**config.mk**
```make
export PLATFORM = sky130hd
export DESIGN_NAME = lkd_top
export DESIGN_NICKNAME = d
export VERILOG_FILES = /design/src/pkg/lkd_pkg.sv /design/src/rtl/lkd_top.sv
export SDC_FILE = /design/constraint.sdc
export NUM_CORES = 1
export LEC_CHECK = 0
export BUFFER_PORTS_ARGS = -buffer_cell sky130_fd_sc_hd__buf_2
export CAP_MARGIN = 20
export CORE_MARGIN = 8
export CORE_UTILIZATION = 45
export CTS_CLUSTER_DIAMETER = 200
export DETAILED_ROUTE_END_ITERATION = 7
export GPL_ROUTABILITY_DRIVEN = 0
export PLACE_DENSITY = 0.69
export SYNTH_ARGS = -nofsm -noshare
export SYNTH_HDL_FRONTEND = slang
export SYNTH_SLANG_ARGS = --single-unit
```
**constraint.sdc**
```tcl
create_clock -name clk_i -period 2.4 [get_ports clk_i]
set_input_delay 0.48 -clock clk_i [delete_from_list [all_inputs] [get_ports clk_i]]
set_output_delay 0.48 -clock clk_i [all_outputs]
set_load 0.005 [all_outputs]
```
**src/pkg/lkd_pkg.sv**
```systemverilog
// Functional notes
// - With the sleep bit at 0 the timing source runs and the common and segment outputs carry drive waveforms.
// - With the sleep bit at 1 the RC timing source stops except during a key scan and all common and segment outputs sit low.
// - In sleep with the external source selected the external clock is ignored except during a key scan.
// - In key-scan standby, scan-level code n holds the first n of the six scan outputs low and the rest high.
// - No scan strobe is ever driven on a scan output that the scan-level field holds low.
// - With the scan-disable bit at 0 a key scan starts when a pressed key sits on a scan line held high and no read request is pending.
// - With the scan-disable bit at 1 no scan runs, key data clears to zero and a pending read request is withdrawn.
// - The scan/segment field turns the first 0 to 3 shared scan pins into segment outputs, leaving 30, 25, 20 or 15 keys.
// - The port-select field turns the first 0 to 4 shared segment pins into general-purpose outputs.
// - A general-purpose pin follows display bit D1, D4, D7, D10 in 1/3 duty or D1, D5, D9, D13 in 1/4 duty.
// - A general-purpose pin drives the LCD supply level for a 1 and the low supply level for a 0.
// - The blank bit at 1 drives segment-off waveforms on every segment output; at 0 the display shows.
// - The bias bit selects 1/3 bias at 0 and 1/2 bias at 1.
// - The duty bit selects 1/4 duty with the fourth backplane pin as common at 0, 1/3 duty with it as segment at 1.
// - The frame-rate field divides the timing source by 768, 576, 384, 288 or 192 for codes 0 to 4.
package lkd_pkg;

    localparam int          ADDR_W       = 8;
    localparam logic [7:0]  REG_CTRL     = 8'h00;
    localparam logic [7:0]  REG_DISP     = 8'h04;
    localparam logic [7:0]  REG_KEYS     = 8'h08;
    localparam logic [7:0]  REG_IRQ_STAT = 8'h0c;
    localparam logic [7:0]  REG_IRQ_MASK = 8'h10;
    localparam logic [7:0]  REG_STATE    = 8'h14;

    localparam int          NUM_SCAN     = 6;
    localparam int          NUM_KEYIN    = 5;
    localparam int          NUM_KEYS     = 30;
    localparam int          NUM_SHARED   = 3;
    localparam int          NUM_PORT     = 4;
    localparam int          DISP_W       = 16;
    localparam int          DIV_W        = 10;
    localparam int          IRQ_W        = 2;
    localparam int          IRQ_SCAN     = 0;
    localparam int          IRQ_CANCEL   = 1;

    // Step count at which each scan line's returns are sampled; each line is strobed SCAN_STEP + 1 cycles
    localparam logic [3:0]  SCAN_STEP    = 4'h8;
    localparam logic [2:0]  LAST_LINE    = 3'h5;
    localparam logic [2:0]  PORT_MAX     = 3'h4;

    localparam logic [9:0]  DIV_768      = 10'h300;
    localparam logic [9:0]  DIV_576      = 10'h240;
    localparam logic [9:0]  DIV_384      = 10'h180;
    localparam logic [9:0]  DIV_288      = 10'h120;
    localparam logic [9:0]  DIV_192      = 10'h0c0;

    typedef struct packed {
        logic       ext_clk_sel;
        logic [2:0] frame_rate_field;
        logic       duty_select_bit;
        logic       bias_select_bit;
        logic       segment_blank_bit;
        logic [2:0] port_select_field;
        logic [1:0] scan_or_segment_field;
        logic       scan_disable_bit;
        logic [2:0] scan_standby_level_field;
        logic       sleep_select_bit;
    } lkd_ctrl_t;

    localparam int          CTRL_W       = $bits(lkd_ctrl_t);
    localparam lkd_ctrl_t   CTRL_RST     = '{default: '0};

    // Divider load for each frame-rate code; reserved codes fall back to the slowest
    function automatic logic [9:0] frame_div(input logic [2:0] code);
        case (code)
            3'h0:    frame_div = DIV_768;
            3'h1:    frame_div = DIV_576;
            3'h2:    frame_div = DIV_384;
            3'h3:    frame_div = DIV_288;
            3'h4:    frame_div = DIV_192;
            default: frame_div = DIV_768;
        endcase
    endfunction

    typedef enum logic {
        SCAN_IDLE,
        SCAN_RUN
    } lkd_scan_t;

endpackage

```
**src/rtl/lkd_top.sv**
```systemverilog
`timescale 1ns/1ns
module lkd_top (
    input  wire logic                    clk_i,
    input  wire logic                    rst_i,
    input  wire logic                    wb_cyc_i,
    input  wire logic                    wb_stb_i,
    input  wire logic                    wb_we_i,
    input  wire logic [7:0]              wb_adr_i,
    input  wire logic [3:0]              wb_sel_i,
    input  wire logic [31:0]             wb_dat_i,
    output logic      [31:0]             wb_dat_o,
    output logic                         wb_ack_o,
    input  wire logic [4:0]              key_in_i,
    output logic      [5:0]              key_strobe_outputs_o,
    output logic      [2:0]              shared_scan_is_seg_o,
    output logic      [3:0]              shared_port_is_gp_o,
    output logic      [3:0]              shared_port_pins_o,
    output logic                         serial_out_o,
    output logic                         serial_out_oe_n_o,
    output logic                         osc_run_o,
    output logic                         ext_clk_accept_o,
    output logic                         lcd_drive_en_o,
    output logic                         segment_off_o,
    output logic                         bias_half_o,
    output logic                         duty_third_o,
    output logic                         fourth_backplane_is_seg_o,
    output logic                         frame_tick_o,
    output lkd_pkg::lkd_ctrl_t           ctrl_o,
    output logic                         irq_o
);

    lkd_pkg::lkd_ctrl_t                  ctrl_r;
    logic [lkd_pkg::DISP_W-1:0]          disp_r;
    logic [lkd_pkg::NUM_KEYS-1:0]        keys_r;
    logic                                req_r;
    logic [lkd_pkg::IRQ_W-1:0]           stat_r;
    logic [lkd_pkg::IRQ_W-1:0]           mask_r;
    lkd_pkg::lkd_scan_t                  scan_st_r;
    logic [2:0]                          line_r;
    logic [3:0]                          step_r;
    logic [9:0]                          div_cnt_r;
    logic                                frame_tick_r;
    logic [3:0]                          port_gp_r;
    logic [31:0]                         rdata_nxt;
    logic                                wb_req;
    logic                                wr_ctrl;
    logic                                wr_disp;
    logic                                wr_stat;
    logic                                wr_mask;
    logic                                rd_keys;
    logic [5:0]                          standby_hi;
    logic [5:0]                          scan_capable;
    logic [5:0]                          eligible;
    logic                                scan_active;
    logic                                scan_start;
    logic                                scan_done;
    logic                                cancel;
    logic [lkd_pkg::IRQ_W-1:0]           stat_set;
    logic [3:0]                          gp_level;
    logic [31:0]                         wmask;

    assign wb_req  = wb_cyc_i && wb_stb_i && !wb_ack_o;
    assign wmask   = {{8{wb_sel_i[3]}}, {8{wb_sel_i[2]}}, {8{wb_sel_i[1]}}, {8{wb_sel_i[0]}}};
    assign wr_ctrl = wb_req && wb_we_i && (wb_adr_i == lkd_pkg::REG_CTRL);
    assign wr_disp = wb_req && wb_we_i && (wb_adr_i == lkd_pkg::REG_DISP);
    assign wr_stat = wb_req && wb_we_i && (wb_adr_i == lkd_pkg::REG_IRQ_STAT);
    assign wr_mask = wb_req && wb_we_i && (wb_adr_i == lkd_pkg::REG_IRQ_MASK);
    assign rd_keys = wb_req && !wb_we_i && (wb_adr_i == lkd_pkg::REG_KEYS);

    // Bus answer: one wait state, ack for one cycle, unmapped reads give zero
    always_ff @(posedge clk_i) begin
        if (rst_i) begin
            wb_ack_o <= 1'b0;
        end else begin
            wb_ack_o <= wb_req;
        end
    end

    always_comb begin
        rdata_nxt = 32'h0000_0000;
        case (wb_adr_i)
            lkd_pkg::REG_CTRL:     rdata_nxt = {{(32 - lkd_pkg::CTRL_W){1'b0}}, ctrl_r};
            lkd_pkg::REG_DISP:     rdata_nxt = {16'h0000, disp_r};
            lkd_pkg::REG_KEYS:     rdata_nxt = {2'h0, keys_r};
            lkd_pkg::REG_IRQ_STAT: rdata_nxt = {30'h0000_0000, stat_r};
            lkd_pkg::REG_IRQ_MASK: rdata_nxt = {30'h0000_0000, mask_r};
            lkd_pkg::REG_STATE:    rdata_nxt = {29'h0000_0000, osc_run_o, req_r, scan_active};
            default:               rdata_nxt = 32'h0000_0000;
        endcase
    end

    always_ff @(posedge clk_i) begin
        if (rst_i) begin
            wb_dat_o <= 32'h0000_0000;
        end else if (wb_req && !wb_we_i) begin
            wb_dat_o <= rdata_nxt;
        end
    end

    always_ff @(posedge clk_i) begin
        if (rst_i) begin
            ctrl_r <= lkd_pkg::CTRL_RST;
        end else if (wr_ctrl) begin
            ctrl_r <= (ctrl_r & ~wmask[lkd_pkg::CTRL_W-1:0]) | (wb_dat_i[lkd_pkg::CTRL_W-1:0] & wmask[lkd_pkg::CTRL_W-1:0]);
        end
    end

    always_ff @(posedge clk_i) begin
        if (rst_i) begin
            disp_r <= '0;
        end else if (wr_disp) begin
            disp_r <= (disp_r & ~wmask[15:0]) | (wb_dat_i[15:0] & wmask[15:0]);
        end
    end

    always_ff @(posedge clk_i) begin
        if (rst_i) begin
            mask_r <= '0;
        end else if (wr_mask && wb_sel_i[0]) begin
            mask_r <= wb_dat_i[lkd_pkg::IRQ_W-1:0];
        end
    end

    // Scan-level code n pulls the first n lines low; code 7 also ends all low
    always_comb begin
        for (int i = 0; i < lkd_pkg::NUM_SCAN; i++) begin
            standby_hi[i] = (32'(ctrl_r.scan_standby_level_field) <= i);
        end
    end

    // Shared pins turned into segments leave the key matrix
    always_comb begin
        for (int i = 0; i < lkd_pkg::NUM_SCAN; i++) begin
            scan_capable[i] = (i >= lkd_pkg::NUM_SHARED) ||
                              (32'(ctrl_r.scan_or_segment_field) <= i);
        end
    end

    assign eligible             = standby_hi & scan_capable;
    assign shared_scan_is_seg_o = ~scan_capable[2:0];
    assign scan_active          = (scan_st_r == lkd_pkg::SCAN_RUN);
    assign cancel               = ctrl_r.scan_disable_bit && (req_r || scan_active);
    assign scan_start           = !scan_active && !ctrl_r.scan_disable_bit && !req_r &&
                                  (|key_in_i) && (|eligible);
    assign scan_done            = scan_active && !ctrl_r.scan_disable_bit &&
                                  (step_r == lkd_pkg::SCAN_STEP) && (line_r == lkd_pkg::LAST_LINE);

    // Walk the six lines, strobing each for a fixed time and sampling the returns
    always_ff @(posedge clk_i) begin
        if (rst_i) begin
            scan_st_r <= lkd_pkg::SCAN_IDLE;
            line_r    <= '0;
            step_r    <= '0;
        end else begin
            unique case (scan_st_r)
                lkd_pkg::SCAN_IDLE: begin
                    line_r <= '0;
                    step_r <= '0;
                    if (scan_start) begin
                        scan_st_r <= lkd_pkg::SCAN_RUN;
                    end
                end
                lkd_pkg::SCAN_RUN: begin
                    if (ctrl_r.scan_disable_bit || scan_done) begin
                        scan_st_r <= lkd_pkg::SCAN_IDLE;
                    end else if (step_r == lkd_pkg::SCAN_STEP) begin
                        step_r <= '0;
                        line_r <= line_r + 3'h1;
                    end else begin
                        step_r <= step_r + 4'h1;
                    end
                end
            endcase
        end
    end

    always_ff @(posedge clk_i) begin
        if (rst_i) begin
            keys_r <= '0;
        end else if (ctrl_r.scan_disable_bit) begin
            keys_r <= '0;
        end else if (scan_active && step_r == lkd_pkg::SCAN_STEP) begin
            keys_r[line_r * lkd_pkg::NUM_KEYIN +: lkd_pkg::NUM_KEYIN] <= eligible[line_r] ? key_in_i : 5'h00;
        end
    end

    // Read request: set by a finished scan, taken back by a key read; set wins
    always_ff @(posedge clk_i) begin
        if (rst_i) begin
            req_r <= 1'b0;
        end else if (ctrl_r.scan_disable_bit) begin
            req_r <= 1'b0;
        end else if (scan_done) begin
            req_r <= 1'b1;
        end else if (rd_keys) begin
            req_r <= 1'b0;
        end
    end

    // Open-drain serial output pulls low while key data waits, else released
    assign serial_out_o      = 1'b0;
    assign serial_out_oe_n_o = !req_r;

    always_comb begin
        key_strobe_outputs_o = eligible;
        if (scan_active) begin
            key_strobe_outputs_o = eligible & (6'h01 << line_r);
        end
    end

    assign stat_set = {cancel, scan_done};

    always_ff @(posedge clk_i) begin
        if (rst_i) begin
            stat_r <= '0;
        end else begin
            stat_r <= (stat_r & ~(wr_stat && wb_sel_i[0] ? wb_dat_i[lkd_pkg::IRQ_W-1:0] : 2'h0)) | stat_set;
        end
    end

    assign irq_o = |(stat_r & mask_r);

    // Timing source and drive state
    assign osc_run_o        = !ctrl_r.sleep_select_bit || scan_active;
    assign ext_clk_accept_o = ctrl_r.ext_clk_sel && (!ctrl_r.sleep_select_bit || scan_active);
    assign lcd_drive_en_o   = !ctrl_r.sleep_select_bit;
    assign segment_off_o    = ctrl_r.segment_blank_bit;
    assign bias_half_o      = ctrl_r.bias_select_bit;
    assign duty_third_o     = ctrl_r.duty_select_bit;
    assign fourth_backplane_is_seg_o = ctrl_r.duty_select_bit;
    assign ctrl_o           = ctrl_r;

    // Frame divider runs only while the display is driven
    always_ff @(posedge clk_i) begin
        if (rst_i) begin
            div_cnt_r    <= '0;
            frame_tick_r <= 1'b0;
        end else if (!lcd_drive_en_o) begin
            div_cnt_r    <= '0;
            frame_tick_r <= 1'b0;
        end else if (div_cnt_r >= lkd_pkg::frame_div(ctrl_r.frame_rate_field) - 10'h001) begin
            div_cnt_r    <= '0;
            frame_tick_r <= 1'b1;
        end else begin
            div_cnt_r    <= div_cnt_r + 10'h001;
            frame_tick_r <= 1'b0;
        end
    end

    assign frame_tick_o = frame_tick_r;

    // General-purpose port pins, lowest first; reserved codes take all four
    always_comb begin
        for (int i = 0; i < lkd_pkg::NUM_PORT; i++) begin
            gp_level[i] = ctrl_r.duty_select_bit ? disp_r[3 * i] : disp_r[4 * i];
        end
    end

    always_ff @(posedge clk_i) begin
        if (rst_i) begin
            port_gp_r          <= '0;
            shared_port_pins_o <= '0;
        end else begin
            for (int i = 0; i < lkd_pkg::NUM_PORT; i++) begin
                port_gp_r[i] <= (ctrl_r.port_select_field > 3'(i)) ||
                                (ctrl_r.port_select_field > lkd_pkg::PORT_MAX);
            end
            shared_port_pins_o <= gp_level;
        end
    end

    assign shared_port_is_gp_o = port_gp_r;

endmodule // lkd_top

```
; Word level (Yosys, flattened, before mapping)
; Cells that the tools add are included.
[totals]
output_inout_bits = 78
rom_bits = 0
n_memories = 0
regBits = 128
latchBits = 0
ramBits = 0
input_bits = 54
[op_classes]
n_lt_le_gt_ge = 16
n_eq_ne = 13
n_mux = 25
n_reduce_logical = 43
bitwise_logic = 16
multipliers = 1
addsub = 5
shift = 3
div = 0
[op_table]
columns = operator, count
row1 = $pmux W30 S6, 1
row2 = $pmux W10 S4, 1
row3 = $and A17 B17 Y17, 2
row4 = $neg A6 Y34, 1
row5 = $shift A5 B34 Y30 const A, 1
row6 = $shiftx A5 B34 Y30, 1
row7 = $and A16 B16 Y16, 2
row8 = $bwmux W30, 1
row9 = $logic_and A1 B1 Y1, 21
row10 = $mux W10, 2
row11 = $not A17 Y17, 1
row12 = $or A17 B17 Y17, 1
row13 = $eq A8 B4 Y1 const B, 2
row14 = $eq A8 B5 Y1 const B, 2
row15 = $not A16 Y16, 1
row16 = $or A16 B16 Y16, 1
row17 = $and A6 B6 Y6, 2
row18 = $add A10 B1 Y10 const B, 1
row19 = $ge A10 B10 Y1, 1
row20 = $sub A10 B1 Y10 const B, 1
row21 = $mux W1, 9
row22 = $eq A8 B3 Y1 const B, 1
row23 = $logic_not A8 Y1, 1
row24 = $mux W4, 2
row25 = other kinds (40), 63

; Longest topological paths before layout
; Gate-level depths: netlist of the first run.
[logic_depth]
depth_word = 9
depth_mapped = 10
mapped_depth_nobuf = 10

; Worst setup path before layout of the first run
; No wires, ideal clock.
[synth_timing]
path_type = reg2reg
startpoint = register with a tool-made name
endpoint = register div_cnt_r[2]
path_stages_with_launch = 10
setup_ns = 0.068
slack_ns = 0.062
arrival_ns = 2.271
path_buffers = 0
required_ns = 2.332
cell_sequence = dfxtp_1 -> nand2b_1 -> or2_2 -> ha_1 -> a21oi_1 -> o22ai_1 -> ha_1 -> a2111oi_0 -> o21ai_1 -> nor2_1
[synth_rtl]
columns = element, line_no
row1 = "end signal, assigned", lkd_top.sv:245  ; div_cnt_r <= div_cnt_r + 10'h001;
row2 = "end, declared", lkd_top.sv:41  ; logic [9:0] div_cnt_r;

==> flow_summary.ini, run 1 <==
[power_and_ir_drop]
pwr-share-seq_pct = 42.1
p_leak_nw = 3.14
p_sw_mw = 1.09
netSwitchingFraction_pct = 21.7
ir_worst_vdd_mv = 0.533
p_clk_share_pct = 53.5
p_per_area_nw_per_um2 = 678
p_int_mw = 3.92
combPwrFrac_pct = 4.5
power_mw = 5.01

[cts]
clockRootBuffer = clkbuf_16
insertion_delay_ns = 0.42
cts_max_level = 4
clock_path_buffers = 2
holdBufCountCts = 0
cts.clk_slew.worst_paths_ns = 0.06
cts_inserted_buffers = 17
clkSinkCount = 126
cts_tree = built

[worst_setup_path]
endpoint_kind = register
path_class = reg -> reg
reg2reg_depth = 10
critPathRequiredTime_ns = 2.70
start_kind = register
crit_fanout = 4
rr_endpoint = frame_tick_o
rrSetupSlack_ns = 0.04
worstPathArrival_ns = 2.66

[sta]
hold_viol_final = 0
fin_skew_ns = 0.00618
setup_tns_ns = 0
hold_ws_ns = 0.306
finalMaxSlewViolations = 0
maxSlewHeadroom_pct = 31.4
max_freq_mhz = 425
layout_min_cycle_time_ns = 2.36
worst_slew_pin_slew_ns = 1.02
worst_slack_ns = 0.0448
period_share_pct = 98.1
setup_viol = 0

[placement]
place_ws_ns = -0.110
post_dp_cell_area_um2 = 6630
portBuffers = 112
dp_hpwl_mm = 12.3
place_inst = 922

[synth]
synthArstFlopShare_pct = 0
synth.distinct_cells = 62
synth-edff-count = 0
netlist_instances = 644
yosys_warnings = 0
ys.flop_type = dfxtp_1
yosys_register_bits = 126
seq_area_frac_synth_pct = 43.6
synth_area_per_cell_um2 = 8.99
syn_area_um2 = 5790
ys_top_cells_by_area = dfxtp_1 (44%), mux2i_1 (7.4%), nand2_1 (4.7%)
yosys.area.top_type_share_pct = 43.6
yosysTopAreaCell = dfxtp_1

[floorplanning]
start_util_pct = 46.0
core_um2 = 12600
dieArea_um2 = 16700
rows = 41
io_pins = 132
die_h_um = 129
die_w_um = 129

[global_route]
grt_pass1_wl_mm = 26.8
grt_pass1_vias = 5374
grt_use_total_pct = 20.2
grt_max_degree = 33
grt-ovfl-total = 0
antenna_found_initial = 0

[detailed_routing]
drt_iter0_markers = 337
wl_per_cell_um = 17.8
vias = 5322
ant_nets = 0
drt-total-wl_mm = 17.1
via_per_inst = 5.57
drc = 0
first_pass_iters = 5

[cells_and_area]
seq_area_um2 = 2520
final_cell_mix = dfxtp_1 (125), buf_2 (112), nand2_1 (72)
utilization_pct = 58.8
stdcell_area_um2 = 7390
area.growth.synth_to_final_pct = 27.8
multi_input_comb_area_um2 = 3120
fin_nets = 842
layout_commonest_cell = dfxtp_1
drive_above_1_share_pct = 27.8
fillCellCount = 1090
diodes = 0
final_cells = 956

[flow_run]
drv_cap = 0

[hold_path]
holdPathEnd = wb_ack_o
min_path_type = in -> reg
min_path_cells = 3
hp-start = wb_stb_i

[outcome]
status = finished clean
## cells in the mapped netlist (7+ instances only)
master	n
nor2_1	59
nand3_1	33
o21ai_0	45
a22oi_1	14
a22o_1	20
clkbuf_1	23
mux2i_1	43
buf_2	7
ha_1	17
buf_4	9
inv_1	19
dfxtp_1	126
nand4_1	13
xnor2_1	7
a21oi_1	15
nor3_1	9
nand2_1	73
o31ai_1	13
## layer usage
layer | part of all wire (%) | vias to the layer above | GRT usage, % | routed length, µm
li1 | - | 2578 | - | -
met1 | 43 | 2525 | 23.9 | 7270
met2 | 49 | 200 | 34.7 | 8290
met3 | 7.6 | 19 | 5.63 | 1300
met4 | 1.1 | 0 | 6.43 | 194
met5 | 0 | - | 0 | 0
## repair_timing
item / in CTS / in global routing
pin swaps: 3 / 11
endpoints found under the setup margin: 11 / 12
cloned: 0 / 1
setup buffers: 0 / 1
resized for setup: 10 / 15
## cell families (layout without fill, tap and decap cells)
kind of cell | Yosys count | after routing | share of synthesized area [%]
simple gates | 243 | 243 | 21.9
compound gates | 137 | 138 | 15.8
flops | 126 | 126 | 43.6
buf+inv | 63 | 200 | 4.95
mux | 45 | 45 | 8.22
fa+ha+maj | 17 | 17 | 3.68
xor+xnor | 12 | 12 | 1.82
other cells | 1 | 3 | 0.0648
## worst max-delay path, stage by stage (launching register included)
cell	delay, ns
dfxtp_2	0.34
buf_4	0.13
nand2_2	0.06
a21o_1	0.21
ha_4	0.18
xnor2_2	0.21
ha_4	0.25
and4_4	0.20
a221oi_4	0.42
o21ai_2	0.09
o2111a_1	0.16
## how the worst max path moves through the flow
stage / endpoint / start / slack (ns)
floorplan: div_cnt_r[2] / register / 0.06
global placement: div_cnt_r[6] / register / -0.01
detailed placement: div_cnt_r[4] / register / -0.11
CTS: frame_tick_o / register / 0.03
global route: frame_tick_o / register / -0.03
finish: frame_tick_o / register / 0.04
## layout make-up
type	count	share of cell area (%)
Inverter	20	1.02
Timing Repair Buffer	148	11.4
Clock buffer	23	6.60
Sequential cell	126	34.1
Multi-Input combinational cell	458	42.1
Clock inverter	9	1.79
Tap cell	172	2.91
## power by group through the flow
stage	sequential (mW)	clock [mW]	combinational (mW)
final	2.11	2.68	0.224
after global routing	2.11	2.79	0.240
after CTS	2.11	2.69	0.218
after detailed placement	2.15	0	0.213
after global placement	2.15	0	0.208
after floorplan	2.15	0	0.117
Note: power is estimated with default switching activity, not from simulation.
==> inputs of run 2 (changes only) <==
Settings changed: GPL_ROUTABILITY_DRIVEN 0 to unset, PLACE_DENSITY 0.69 to 0.66.
Clock period 2.4 ns to 2.5 ns, I/O delays scaled along.
==> flow_summary.ini, run 2 (synthesis results as in run 1) <==
[floorplanning]
start_util_pct = 46.0
rows = 41
core_um2 = 12600
die_w_um = 129
io_pins = 132
dieArea_um2 = 16700
die_h_um = 129

[cts]
holdBufCountCts = 0
clock_path_buffers = 2
cts.clk_slew.worst_paths_ns = 0.06
clockRootBuffer = clkbuf_16
clkSinkCount = 126
cts_tree = built
cts_inserted_buffers = 17
cts_max_level = 4
insertion_delay_ns = 0.42

[worst_setup_path]
worstPathArrival_ns = 2.75
reg2reg_depth = 9
endpoint_kind = register
crit_fanout = 6
path_class = reg -> reg
start_kind = register
critPathRequiredTime_ns = 2.85

[hold_path]
min_path_cells = 3
min_path_type = in -> reg

[cells_and_area]
final_cell_mix = dfxtp_1 (125), buf_2 (112), nand2_1 (73)
area.growth.synth_to_final_pct = 25.9
stdcell_area_um2 = 7280
layout_commonest_cell = dfxtp_1
diodes = 0
final_cells = 950
fin_nets = 836
drive_above_1_share_pct = 26.2
utilization_pct = 58.0

[global_route]
antenna_found_initial = 0
grt_max_degree = 32
grt_use_total_pct = 19.7
grt-ovfl-total = 0
grt_pass1_vias = 5198
grt_pass1_wl_mm = 26.1

[flow_run]
drv_cap = 0

[detailed_routing]
first_pass_iters = 5
wl_per_cell_um = 17.4
vias = 5330
drc = 0
drt_iter0_markers = 343
via_per_inst = 5.61
ant_nets = 0
drt-total-wl_mm = 16.5

[power_and_ir_drop]
p_per_area_nw_per_um2 = 668
ir_worst_vdd_mv = 0.395
p_leak_nw = 3.11
power_mw = 4.86

[sta]
hold_viol_final = 0
period_share_pct = 96.0
layout_min_cycle_time_ns = 2.40
setup_tns_ns = 0
fin_skew_ns = 0.00476
setup_viol = 0
maxSlewHeadroom_pct = 60.8
finalMaxSlewViolations = 0
max_freq_mhz = 417
rsz0062_at_grt = no
worst_slew_pin_slew_ns = 0.586

[placement]
post_dp_cell_area_um2 = 6580
place.gp.congestion = 0.886
portBuffers = 112
place_inst = 916
dp_hpwl_mm = 11.9

[outcome]
status = finished clean
[run 2: path summary, 6_finish.rpt]
check | start | slack, ns | to
setup / recovery | register | 0.10 | div_cnt_r[5]
hold reg to reg | wb_dat_o[16] | 0.45 | wb_dat_o[16]
setup reg to reg | register | 0.10 | div_cnt_r[5]
hold / removal | wb_stb_i | 0.33 | wb_ack_o
[run 2: final cells by class]
class	count	area [µm²]
Fill cell	1083	5280
Inverter	20	75.1
Sequential cell	126	2520
Clock buffer	19	453
Timing Repair Buffer	142	786
Multi-Input combinational cell	458	3050
Clock inverter	13	185
Tap cell	172	215
[run 2: repair_timing]
| action | CTS | global route |
|---|---|---|
| pin swaps | 0 | 5 |
| gates cloned | 1 | 0 |
| resized for setup | 5 | 7 |
| endpoints found under the setup margin | 10 | 12 |
| buffers inserted | 0 | 1 |
[run 2: report_power, final]
group          leakage [nW]  switching, mW  total, mW  internal, mW
clock network         0.310          0.913       2.64          1.72
logic                  1.79          0.136      0.205        0.0696
registers              1.02        0.00680       2.02          2.02
[run 2: metrics by stage]
stage,hold WS (ns),setup slack [ns]
6_report,0.327,0.100
5_1_grt,0.318,0.00425
4_1_cts,0.314,0.00950
3_5_place_dp,0.446,-0.0914
2_1_floorplan,0.425,0.162
3_3_place_gp,0.434,0.0331
[run 2: critical path, cell delays in order (launching register included)]
cell and delay [ns]:
dfxtp_1 0.35, nand2b_1 0.17, or2_2 0.29, ha_2 0.20, xnor2_2 0.13, ha_1 0.31
and4_1 0.22, a221oi_4 0.36, o21ai_2 0.15, nor2_1 0.14
[run 2: layer usage]
metal | part of all wire, % | wire length, µm | global-route usage (%) | vias to the layer above
li1 | - | - | - | 2560
met1 | 44 | 7320 | 24.7 | 2525
met2 | 47 | 7700 | 31.5 | 219
met3 | 7.4 | 1230 | 5.38 | 26
met4 | 1.4 | 238 | 7.67 | 0
met5 | 0 | 0 | 0 | -
